--- src/logic/far_cfg.svh ---
`ifndef FAR_CFG_SVH
`define FAR_CFG_SVH
// Register byte offsets
`define FAR_ADDR_CTRL 4'h0
`define FAR_ADDR_RETRY0 4'h4
`define FAR_ADDR_RETRY1 4'h8
`define FAR_ADDR_STATUS 4'hc
// Retry configuration field positions
`define FAR_RETRY_SEL_BIT 0
`define FAR_RETRY_UNLIM_BIT 1
`define FAR_RETRY_PER_LO 2
`define FAR_RETRY_PER_HI 3
// Control register field positions
`define FAR_CTRL_SUPFAIL_EN_BIT 0
`define FAR_CTRL_NORMAL_BIT 1
`define FAR_CTRL_DELATCH0_BIT 2
`define FAR_CTRL_DELATCH1_BIT 3
// Status register field positions
`define FAR_STAT_EXH0_BIT 4
`define FAR_STAT_EXH1_BIT 5
`define FAR_STAT_POR_BIT 6
`define FAR_STAT_FAILSAFE_BIT 7
// Reset values
`define FAR_RETRY_RESET 4'h0
`define FAR_CTRL_RESET 2'h0
// Retry periods, microseconds, and clock rate
`define FAR_CLK_MHZ 40
`define FAR_T_RETRY0_US 2500
`define FAR_T_RETRY1_US 5000
`define FAR_T_RETRY2_US 10000
`define FAR_T_RETRY3_US 20000
`define FAR_CYC(us) ((us) * `FAR_CLK_MHZ)
`define FAR_RETRY_MAX 4'hf
// Cycles after reset until the synchronised pins are trustworthy for edge detection
`define FAR_FILL_CYCLES 3'h5
`endif

--- src/logic/far_pkg.sv ---
package far_pkg;
  typedef enum logic [3:0] {
    FAR_IDLE  = 4'h1,
    FAR_WAIT  = 4'h2,
    FAR_RETRY = 4'h4,
    FAR_LATCH = 4'h8
  } far_state_type;
  typedef logic [3:0] far_count_type;
endpackage

--- src/logic/far_top.sv ---
`include "far_cfg.svh"
// How it works
// - Only overcurrent, short, overtemperature and undervoltage can start a retry.
// - Undervoltage and overtemperature retries begin only after the cause clears.
// - Retry condition is OR of channel faults and shared undervoltage.
// - Retry enabled when select bit equals load profile setting.
// - With retry disabled, a latchable fault latches the channel off at once.
// - Retry starts when fault control and retry condition are both true.
// - Channel turns back on after the retry period selected by two bits.
// - Fault clearing resumes normal operation, keeps counter and fault bit.
// - Unlimited retries never latch the channel off.
// - Limited mode retries while the 4-bit counter stays within 15.
// - After 15 retries a per-channel exhausted bit is set in status.
// - Once exhausted one more try; persistent fault latches off, fault pin low.
// - Host delatch turns channel on without clearing the retry counter.
// - Retry counter readable only in Normal mode.
// - Any latchable fault forces fastest turn-off ignoring slew setting.
// - Logic supply loss with enable set enters fail-safe, resets registers.
// - Without the enable, supply loss keeps serial control.
// - Without logic supply, faults still reach the fault pin.
// - Power-on flag set when one supply rises while the other stays low.
// - Power-on flag also set on wake transition with a supply already up.
// - No power-on reset when power recovers with logic supply always up.
// - Serial access stays available during power undervoltage.
// - Counter cleared on fail-safe, sleep exit, reset, unlimited or disable.
// - Lighting profile clears the overcurrent duration counter at each retry.
module far_top (
  input wire logic CLOCK_IN, // 40 MHz clock
  input wire logic RST_IN, // Asynchronous reset, active high
  input wire logic [3:0] WB_ADR_IN, // Wishbone byte address
  input wire logic [31:0] WB_DAT_IN, // Wishbone write data
  output logic [31:0] WB_DAT_OUT, // Wishbone read data
  input wire logic WB_WE_IN, // Write enable
  input wire logic [3:0] WB_SEL_IN, // Byte selects
  input wire logic WB_CYC_IN, // Cycle
  input wire logic WB_STB_IN, // Strobe
  output logic WB_ACK_OUT, // Acknowledge
  input wire logic [1:0] OVERCURRENT_FAULT_IN, // Per-channel overcurrent
  input wire logic [1:0] SHORT_CIRCUIT_FAULT_IN, // Per-channel severe short
  input wire logic [1:0] OVERTEMP_FAULT_IN, // Per-channel overtemperature
  input wire logic UNDERVOLTAGE_FAULT_IN, // Shared power undervoltage
  input wire logic [1:0] FAULT_CONTROL_IN, // Per-channel fault control
  input wire logic [1:0] LOAD_PROFILE_SELECT_IN, // 0 lighting, 1 motor
  input wire logic [1:0] DIRECT_IN, // Direct channel inputs
  input wire logic [1:0] CHANNEL_REQ_IN, // Serial-controlled on request
  input wire logic LOGIC_SUPPLY_OK_IN, // Logic supply above threshold
  input wire logic POWER_SUPPLY_OK_IN, // Power supply above threshold
  input wire logic WAKE_RESET_PIN_IN, // Wake/reset pin
  output logic [1:0] CHANNEL_ON_OUT, // Channel gate enable
  output logic [1:0] FAST_OFF_OUT, // Fastest turn-off request
  output logic [1:0] DURATION_CLEAR_OUT, // Overcurrent duration counter clear
  output logic FAULT_FLAG_N_OUT, // Fault pin, low on fault
  output logic SERIAL_READY_OUT // Serial readout available
);
  // ----------------------------------------------------------------
  // Synchronisers and helpers
  // ----------------------------------------------------------------
  function automatic logic [31:0] far_period(input logic [1:0] sel);
    unique case (sel)
      2'h0: far_period = 32'(`FAR_CYC(`FAR_T_RETRY0_US));
      2'h1: far_period = 32'(`FAR_CYC(`FAR_T_RETRY1_US));
      2'h2: far_period = 32'(`FAR_CYC(`FAR_T_RETRY2_US));
      default: far_period = 32'(`FAR_CYC(`FAR_T_RETRY3_US));
    endcase
  endfunction

  logic [10:0] sync_a_reg, sync_b_reg, sync_c_reg, clean_reg;
  logic [10:0] raw_in;
  assign raw_in = {WAKE_RESET_PIN_IN, POWER_SUPPLY_OK_IN, LOGIC_SUPPLY_OK_IN, DIRECT_IN,
    OVERTEMP_FAULT_IN, SHORT_CIRCUIT_FAULT_IN, OVERCURRENT_FAULT_IN};

  // Three stages; a change counts once the last two agree, filtering one-cycle glitches
  always_ff @(posedge CLOCK_IN or posedge RST_IN) begin
    if (RST_IN) begin
      sync_a_reg <= 11'h000;
      sync_b_reg <= 11'h000;
      sync_c_reg <= 11'h000;
      clean_reg <= 11'h000;
    end else begin
      sync_a_reg <= raw_in;
      sync_b_reg <= sync_a_reg;
      sync_c_reg <= sync_b_reg;
      clean_reg <= (sync_b_reg & sync_c_reg) | (clean_reg & (sync_b_reg | sync_c_reg));
    end
  end

  logic [1:0] oc, sc, ot, din;
  logic vdd_ok, vpwr_ok, wake, uv_sync, uv_a_reg, uv_b_reg, uv_c_reg, uv_reg;
  assign oc = clean_reg[1:0];
  assign sc = clean_reg[3:2];
  assign ot = clean_reg[5:4];
  assign din = clean_reg[7:6];
  assign vdd_ok = clean_reg[8];
  assign vpwr_ok = clean_reg[9];
  assign wake = clean_reg[10] | (|din);

  always_ff @(posedge CLOCK_IN or posedge RST_IN) begin
    if (RST_IN) begin
      uv_a_reg <= 1'b0;
      uv_b_reg <= 1'b0;
      uv_c_reg <= 1'b0;
      uv_reg <= 1'b0;
    end else begin
      uv_a_reg <= UNDERVOLTAGE_FAULT_IN;
      uv_b_reg <= uv_a_reg;
      uv_c_reg <= uv_b_reg;
      uv_reg <= (uv_b_reg == uv_c_reg) ? uv_b_reg : uv_reg;
    end
  end
  assign uv_sync = uv_reg;

  // ----------------------------------------------------------------
  // Supply monitor, power-on flag and fail-safe
  // ----------------------------------------------------------------
  logic vdd_d_reg, vpwr_d_reg, wake_d_reg, por_flag_reg, failsafe_reg;
  logic por_event, failsafe_entry, sleep_exit, soft_reset;
  logic [2:0] fill_reg;
  logic primed;
  // Edge detectors stay masked until the synchronisers have filled after reset;
  // otherwise pins settling from the reset value would look like supply or wake edges
  always_ff @(posedge CLOCK_IN or posedge RST_IN) begin
    if (RST_IN) begin
      fill_reg <= 3'h0;
    end else if (fill_reg != `FAR_FILL_CYCLES) begin
      fill_reg <= fill_reg + 3'h1;
    end
  end
  assign primed = (fill_reg == `FAR_FILL_CYCLES);
  // One supply rising while the other stays low is a true power-on
  // Power recovering with logic supply held up is not
  // Wake edge with a supply already up also flags power-on
  assign por_event = primed & ((vpwr_ok & ~vpwr_d_reg & ~vdd_ok & ~vdd_d_reg) |
    (vdd_ok & ~vdd_d_reg & ~vpwr_ok & ~vpwr_d_reg) |
    (wake & ~wake_d_reg & ((vpwr_ok & vpwr_d_reg) | (vdd_ok & vdd_d_reg))));
  assign sleep_exit = primed & wake & ~wake_d_reg;
  logic supfail_en_reg;
  // Fail-safe only when software armed it before the supply dropped
  assign failsafe_entry = primed & ~vdd_ok & vdd_d_reg & supfail_en_reg & ~failsafe_reg;
  assign soft_reset = failsafe_entry | por_event;

  always_ff @(posedge CLOCK_IN or posedge RST_IN) begin
    if (RST_IN) begin
      vdd_d_reg <= 1'b0;
      vpwr_d_reg <= 1'b0;
      wake_d_reg <= 1'b0;
    end else begin
      vdd_d_reg <= vdd_ok;
      vpwr_d_reg <= vpwr_ok;
      wake_d_reg <= wake;
    end
  end

  // Fail-safe holds until the logic supply returns
  always_ff @(posedge CLOCK_IN or posedge RST_IN) begin
    if (RST_IN) begin
      failsafe_reg <= 1'b0;
    end else if (failsafe_entry) begin
      failsafe_reg <= 1'b1;
    end else if (vdd_ok) begin
      failsafe_reg <= 1'b0;
    end
  end

  // Serial readout needs the logic supply; power undervoltage does not block it
  assign SERIAL_READY_OUT = vdd_ok;

  // ----------------------------------------------------------------
  // Wishbone registers
  // ----------------------------------------------------------------
  logic [3:0] retry_cfg_reg [2];
  logic normal_reg, ack_reg, wr, rd_status;
  logic [1:0] delatch_pulse, exh_reg, latched;
  far_pkg::far_count_type cnt_reg [2];
  assign wr = WB_CYC_IN & WB_STB_IN & WB_WE_IN & ~ack_reg & WB_SEL_IN[0];
  assign rd_status = WB_CYC_IN & WB_STB_IN & ~WB_WE_IN & ~ack_reg &
    (WB_ADR_IN == `FAR_ADDR_STATUS);
  assign delatch_pulse = (wr && WB_ADR_IN == `FAR_ADDR_CTRL) ?
    {WB_DAT_IN[`FAR_CTRL_DELATCH1_BIT], WB_DAT_IN[`FAR_CTRL_DELATCH0_BIT]} : 2'h0;

  // Control writes; control and retry configuration registers return to reset on fail-safe or power-on
  always_ff @(posedge CLOCK_IN or posedge RST_IN) begin
    if (RST_IN) begin
      supfail_en_reg <= 1'b0;
      normal_reg <= 1'b0;
      retry_cfg_reg[0] <= `FAR_RETRY_RESET;
      retry_cfg_reg[1] <= `FAR_RETRY_RESET;
    end else if (soft_reset) begin
      supfail_en_reg <= 1'b0;
      normal_reg <= 1'b0;
      retry_cfg_reg[0] <= `FAR_RETRY_RESET;
      retry_cfg_reg[1] <= `FAR_RETRY_RESET;
    end else if (wr) begin
      if (WB_ADR_IN == `FAR_ADDR_CTRL) begin
        supfail_en_reg <= WB_DAT_IN[`FAR_CTRL_SUPFAIL_EN_BIT];
        normal_reg <= WB_DAT_IN[`FAR_CTRL_NORMAL_BIT];
      end
      if (WB_ADR_IN == `FAR_ADDR_RETRY0) begin
        retry_cfg_reg[0] <= WB_DAT_IN[3:0];
      end
      if (WB_ADR_IN == `FAR_ADDR_RETRY1) begin
        retry_cfg_reg[1] <= WB_DAT_IN[3:0];
      end
    end
  end

  // Power-on flag: set wins over the clear-on-read of status
  always_ff @(posedge CLOCK_IN or posedge RST_IN) begin
    if (RST_IN) begin
      por_flag_reg <= 1'b1;
    end else if (por_event) begin
      por_flag_reg <= 1'b1;
    end else if (rd_status) begin
      por_flag_reg <= 1'b0;
    end
  end

  // Single-cycle ack; unmapped addresses read zero and ignore writes
  always_ff @(posedge CLOCK_IN or posedge RST_IN) begin
    if (RST_IN) begin
      ack_reg <= 1'b0;
      WB_DAT_OUT <= 32'h0000_0000;
    end else begin
      ack_reg <= WB_CYC_IN & WB_STB_IN & ~ack_reg;
      WB_DAT_OUT <= 32'h0000_0000;
      unique case (WB_ADR_IN)
        `FAR_ADDR_CTRL: WB_DAT_OUT <= {30'h0, normal_reg, supfail_en_reg};
        // Counter shows in the upper nibble only in Normal mode
        `FAR_ADDR_RETRY0: WB_DAT_OUT <= {24'h0, normal_reg ? cnt_reg[0] : 4'h0,
          retry_cfg_reg[0]};
        `FAR_ADDR_RETRY1: WB_DAT_OUT <= {24'h0, normal_reg ? cnt_reg[1] : 4'h0,
          retry_cfg_reg[1]};
        `FAR_ADDR_STATUS: WB_DAT_OUT <= {24'h0, failsafe_reg, por_flag_reg, exh_reg, 2'h0,
          latched};
        default: WB_DAT_OUT <= 32'h0000_0000;
      endcase
    end
  end
  assign WB_ACK_OUT = ack_reg;

  // ----------------------------------------------------------------
  // Per-channel retry machine
  // ----------------------------------------------------------------
  far_pkg::far_state_type st_reg [2];
  logic [31:0] tmr_reg [2];
  logic [1:0] en_d_reg, retry_cond, retry_en, fault_now, dur_clr;

  for (genvar ch = 0; ch < 2; ch++) begin : g_ch
    logic sel, unlim, cnt_clear, cause_gone, at_max;
    assign sel = retry_cfg_reg[ch][`FAR_RETRY_SEL_BIT];
    assign unlim = retry_cfg_reg[ch][`FAR_RETRY_UNLIM_BIT];
    assign retry_cond[ch] = oc[ch] | sc[ch] | ot[ch] | uv_sync;
    assign retry_en[ch] = (sel == LOAD_PROFILE_SELECT_IN[ch]);
    assign fault_now[ch] = retry_cond[ch];
    // Thermal and supply faults must vanish before the timer runs
    assign cause_gone = ~ot[ch] & ~uv_sync;
    assign at_max = (cnt_reg[ch] == `FAR_RETRY_MAX);
    // Counter clears on fail-safe, wake, power-on, unlimited, or retry disabled
    assign cnt_clear = soft_reset | sleep_exit | unlim | (en_d_reg[ch] & ~retry_en[ch]);

    always_ff @(posedge CLOCK_IN or posedge RST_IN) begin
      if (RST_IN) begin
        en_d_reg[ch] <= 1'b0;
      end else begin
        en_d_reg[ch] <= retry_en[ch];
      end
    end

    // Fault sequencing
    always_ff @(posedge CLOCK_IN or posedge RST_IN) begin
      if (RST_IN) begin
        st_reg[ch] <= far_pkg::FAR_IDLE;
        tmr_reg[ch] <= 32'h0;
        cnt_reg[ch] <= `FAR_RETRY_RESET;
        exh_reg[ch] <= 1'b0;
      end else begin
        if (cnt_clear) begin
          cnt_reg[ch] <= `FAR_RETRY_RESET;
          exh_reg[ch] <= 1'b0;
        end
        unique case (st_reg[ch])
          far_pkg::FAR_IDLE: begin
            // A fault after the spare attempt of an exhausted counter latches at once
            if (fault_now[ch] && FAULT_CONTROL_IN[ch]) begin
              if (retry_en[ch] && (unlim || !exh_reg[ch])) begin
                st_reg[ch] <= far_pkg::FAR_WAIT;
                tmr_reg[ch] <= far_period(retry_cfg_reg[ch][3:2]);
              end else begin
                st_reg[ch] <= far_pkg::FAR_LATCH;
              end
            end
          end
          far_pkg::FAR_WAIT: begin
            if (delatch_pulse[ch]) begin
              st_reg[ch] <= far_pkg::FAR_IDLE;
            end else if (!cause_gone) begin
              tmr_reg[ch] <= far_period(retry_cfg_reg[ch][3:2]);
            end else if (tmr_reg[ch] > 32'h1) begin
              tmr_reg[ch] <= tmr_reg[ch] - 32'h1;
            end else if (!unlim && exh_reg[ch] && fault_now[ch]) begin
              st_reg[ch] <= far_pkg::FAR_LATCH;
            end else begin
              st_reg[ch] <= far_pkg::FAR_RETRY;
              if (!unlim && !cnt_clear) begin
                if (at_max) begin
                  exh_reg[ch] <= 1'b1;
                end else begin
                  cnt_reg[ch] <= cnt_reg[ch] + 4'h1;
                end
              end
            end
          end
          far_pkg::FAR_RETRY: begin
            // One cycle of turn-on; back to normal keeps counter
            st_reg[ch] <= far_pkg::FAR_IDLE;
          end
          far_pkg::FAR_LATCH: begin
            if (delatch_pulse[ch] || (cnt_clear && retry_en[ch] && !soft_reset)) begin
              st_reg[ch] <= far_pkg::FAR_IDLE;
            end
          end
        endcase
      end
    end

    assign latched[ch] = (st_reg[ch] == far_pkg::FAR_LATCH);
    // Lighting clears inrush window at each retry; motor keeps it
    assign dur_clr[ch] = (st_reg[ch] == far_pkg::FAR_RETRY) & ~LOAD_PROFILE_SELECT_IN[ch];
  end

  // ----------------------------------------------------------------
  // Outputs
  // ----------------------------------------------------------------
  logic [1:0] on_next;
  always_comb begin
    for (int i = 0; i < 2; i++) begin
      // Fail-safe hands control to the direct inputs
      on_next[i] = (failsafe_reg ? din[i] : CHANNEL_REQ_IN[i]) & ~fault_now[i] &
        (st_reg[i] == far_pkg::FAR_IDLE || st_reg[i] == far_pkg::FAR_RETRY);
    end
  end

  // Gate enable, registered so the switch never sees a decode glitch
  always_ff @(posedge CLOCK_IN or posedge RST_IN) begin
    if (RST_IN) begin
      CHANNEL_ON_OUT <= 2'h0;
    end else begin
      CHANNEL_ON_OUT <= on_next;
    end
  end

  // Fast turn-off follows the live faults and ignores any slew setting
  always_ff @(posedge CLOCK_IN or posedge RST_IN) begin
    if (RST_IN) begin
      FAST_OFF_OUT <= 2'h0;
    end else begin
      FAST_OFF_OUT <= fault_now;
    end
  end

  // Inrush window clear, one cycle per lighting retry
  always_ff @(posedge CLOCK_IN or posedge RST_IN) begin
    if (RST_IN) begin
      DURATION_CLEAR_OUT <= 2'h0;
    end else begin
      DURATION_CLEAR_OUT <= dur_clr;
    end
  end

  // Pin reports live faults and latch-off even without logic supply
  always_ff @(posedge CLOCK_IN or posedge RST_IN) begin
    if (RST_IN) begin
      FAULT_FLAG_N_OUT <= 1'b1;
    end else begin
      FAULT_FLAG_N_OUT <= ~((|fault_now) | (|latched));
    end
  end
endmodule

--- config.mk ---
export PLATFORM = sky130hd
export DESIGN_NAME = far_top
export DESIGN_NICKNAME = d
export VERILOG_FILES = /design/src/logic/far_pkg.sv /design/src/logic/far_top.sv
export VERILOG_INCLUDE_DIRS = /design/src /design/src/logic
export SDC_FILE = /design/constraint.sdc
export NUM_CORES = 1
export LEC_CHECK = 0
export BUFFER_PORTS_ARGS = -buffer_cell sky130_fd_sc_hd__buf_2
export CAP_MARGIN = 20
export CELL_PAD_IN_SITES_DETAIL_PLACEMENT = 0
export CELL_PAD_IN_SITES_GLOBAL_PLACEMENT = 1
export CORE_MARGIN = 2
export CORE_UTILIZATION = 30
export DETAILED_ROUTE_END_ITERATION = 7
export PLACE_DENSITY_LB_ADDON = 0.3
export SLEW_MARGIN = 20
export SYNTH_ARGS = -nofsm -noshare
export SYNTH_HDL_FRONTEND = slang
export SYNTH_SLANG_ARGS = --single-unit
--- constraint.sdc ---
create_clock -name CLOCK_IN -period 13.5 [get_ports CLOCK_IN]
set_input_delay 2.7 -clock CLOCK_IN [delete_from_list [all_inputs] [get_ports CLOCK_IN]]
set_output_delay 2.7 -clock CLOCK_IN [all_outputs]
set_load 0.02 [all_outputs]
==> key figures <==
Run status
  – Status: finished, final reports clean

STA
  – RSZ-0062 raised after global routing: false
  – Final setup violation count: 0
  – Final hold violation count: 0
  – Fmax achieved: 205 MHz
  – Tmin final: about 4.9 ns
  – Fin Hold WS: 0.351 ns
  – Worst Setup Slack, final: 8.63 ns
  – Final clock skew: 0.0133 ns
  – Setup TNS: 0 ns
  – Post-route clock period utilization: 36.1%
  – Max-slew violations: 0
  – Relative slew slack: 44.5%
  – Least-Margin Pin Slew: 0.820 ns

Worst setup path
  – Crit Path Max Fanout: 21
  – Worst Path Required: 13.83 ns
  – Crit Path Class: input pin to register
  – Crit path DAT: 5.20 ns
  – Startpoint types: input pin
  – Nature of the critical path endpoint: register

Flow run
  – MaxCap Viol Count: 0

Synthesis
  – Main synth FF type: dfrtp_1
  – Netlist cell types: 70
  – Top-area cell type share of the netlist area: 49.7%
  – Post-synth EDFFs: 0
  – Synth Cell Area: 8160 um2
  – Number of register bits inferred by synthesis: 166
  – Leading area contributor after synthesis: dfrtp_1
  – Sequential area share after synthesis: 51.0%
  – Synth async-reset ratio: between 90% and 100%
  – Cell count after synthesis: 825
  – Synth top area cells: dfrtp_1 (50%), o21ai_0 (5.6%), nor2_1 (3.9%)
  – Syn avg cell area: 9.89 um2
  – Syn. warnings: 0

Placement
  – RePlAce Congestion: roughly 0.77
  – DP Area: 8640 um2
  – Final HPWL DP: 13500 um
  – Worst slack, placed: slightly above 8 ns
  – Port-buffer cells: 48

Pwr
  – Max IR drop VDD: between 80 and 90 uV
  – PwrDens: roughly 170 nW/um2
  – Leakage: ~4.0 nW

Clock network
  – H-Tree Depth: 4
  – Bufs on Longest Clock Path: 2
  – CTS tree: built
  – TritonCTS buffer count: 17
  – Root Buffer: clkbuf_16
  – TritonCTS Sinks: 166
  – CTS resizes: 0
  – Clk Latency, worst-skew pair: 0.43 ns
  – Setup Fix Bufs, Post-CTS: 0
  – CTS clk-pin slew, worst paths: 0.07 ns
  – Hold Buf Count CTS: 0

Drt
  – DR DRC count: 0
  – Via Count: between 6000 and 7000
  – Post-DR wirelength/cell: approximately 16 um
  – Total wire length: 19600 um
  – DR pass1 iterations: 5
  – DR iter-0 viols: around 470
  – Antenna viol nets, final: 0
  – DR vias/cell: 5.13

Cells and area
  – Area grow syn2layout: 13.7%
  – Largest register FFs: 64
  – # fillers: 2716
  – Ant diodes: 0
  – Area occupied by multi-input gates: 3650 um2
  – Final nets: ~940
  – Share of layout cells above drive strength 1: 13.0%
  – Seq. cell area: roughly 4200 um2
  – Finished Cell Area: 9270 um2

Floorplan
  – Die H: 169 um
  – CORE AREA: about 27000 um2
  – Std-Cell Rows: 60
  – Die width: around 170 um
  – I/O pin count: between 100 and 150
  – Die area: 28500 um2
  – Initial Utilization: approximately 30%

Global routing
  – Initial antenna violation count: 0
  – GRT Total Usage: between 10 and 15%
  – Vias in the first global route: 6048
  – First-pass GRT wire length: 32700 um
  – Largest net degree at the start of global routing: 75
  – Total congestion overflow: 0

Worst hold path
  – HP Class: register to register
## layout by cell type, fill, tap and decap left out, drive strengths merged, types with 6 or more instances in the layout
cell / instances
dfrtp: 162
o21ai: 91
nor2: 85
buf: 58
nand2: 48
a21oi: 38
nor3: 37
inv: 29
conb: 24
a22o: 19
ha: 18
clkbuf: 17
nor4: 17
or4: 16
or3: 16
nand3: 13
mux2i: 13
maj3: 12
o31ai: 10
and3: 8
nand4: 8
a31oi: 8
and2: 7
a22oi: 7
clkinv: 7
nand2b: 6
xnor2: 6
o21a: 6
## metrics by stage
step                power, W  utilization, %  std cells
floorplan           0.000952               -        848
global placement     0.00108            32.2       1180
detailed placement   0.00108            32.2       1180
CTS                  0.00159            34.6       1212
global route         0.00168            34.6       1212
finish               0.00158            34.6       1212
## worst max-delay path, stage by stage
cell and delay, ns:
buf_2 0.20, nor2_1 0.10, and3_1 0.29, a21oi_1 0.43
a21o_1 0.64, nand2_1 0.42, o41ai_1 0.40
## metal layers
layer / share of wire, % / vias to the layer above / global-route usage, %
met5: 0 / - / 0
li1: - / 3050 / -
met1: 50 / 3061 / 20.1
met2: 46 / 96 / 22.6
met4: 1.0 / 0 / 4.31
met3: 2.6 / 15 / 2.48
## cell type report
| type | instances | area share (%) |
|---|---|---|
| Inverter | 22 | 0.944 |
| Clock inverter | 15 | 2.24 |
| Sequential cell | 166 | 44.8 |
| Multi-Input combinational cell | 593 | 39.4 |
| Clock buffer | 17 | 4.59 |
| Timing Repair Buffer | 58 | 3.40 |
| Tap cell | 341 | 4.60 |
## cells in the mapped netlist, types with 5 or more instances
cell and n:
a21o_1 5, a21oi_1 38, a22o_1 19, a22oi_1 7
a31oi_1 8, and2_1 7, and3_1 8, buf_4 24
clkbuf_1 37, dfrtp_1 162, ha_1 18, inv_1 22
maj3_1 12, mux2i_1 13, nand2_1 48, nand2b_1 6
nand3_1 13, nand4_1 8, nor2_1 85, nor2b_1 5
nor3_1 37, nor4_1 16, nor4b_1 5, o21a_1 6
o21ai_0 91, o31ai_1 10, or3_1 14, or4_1 14
xnor2_1 6
## kinds of logic (layout without fill, tap and decap cells)
logic type | count (synthesis) | after routing | synth area share, %
AO/OA/AOI/OAI | 225 | 225 | 17.6
XOR/XNOR | 10 | 10 | 1.07
adder cells (fa/ha/maj) | 30 | 30 | 4.23
buffers and inverters | 89 | 112 | 5.43
flip-flops | 166 | 166 | 51.0
multiplexers | 16 | 16 | 2.28
other | 1 | 24 | 0.0460
AND/OR/NAND/NOR | 288 | 288 | 18.4
## report_power, final
part	internal (W)	total (W)	switching [W]
clock	0.000271	0.000512	0.000241
combinational	0.000150	0.000445	0.000295
sequential	0.000558	0.000621	0.0000629
## final timing paths
| path | start | end | slack (ns) | depth (start not counted) |
|---|---|---|---|---|
| setup / recovery | WB_ADR_IN[3] | tmr_reg[31]$_DFFE_PP0P_ | 8.63 | 7 |
| hold / removal | sync_a_reg[0]$_DFF_PP0_ | sync_b_reg[0]$_DFF_PP0_ | 0.35 | 0 |
| setup reg to reg | st_reg[4]$_DFFE_PP1P_ | tmr_reg[46]$_DFFE_PP0P_ | 10.27 | 6 |
| hold reg to reg | sync_a_reg[0]$_DFF_PP0_ | sync_b_reg[0]$_DFF_PP0_ | 0.35 | 0 |
| max in group asynchronous | RST_IN | cnt_reg[3]$_DFF_PP0_ | 9.98 | 3 |
| min in group asynchronous | RST_IN | sync_a_reg[3]$_DFF_PP0_ | 2.37 | 2 |
(Power assumes the default switching activity.)
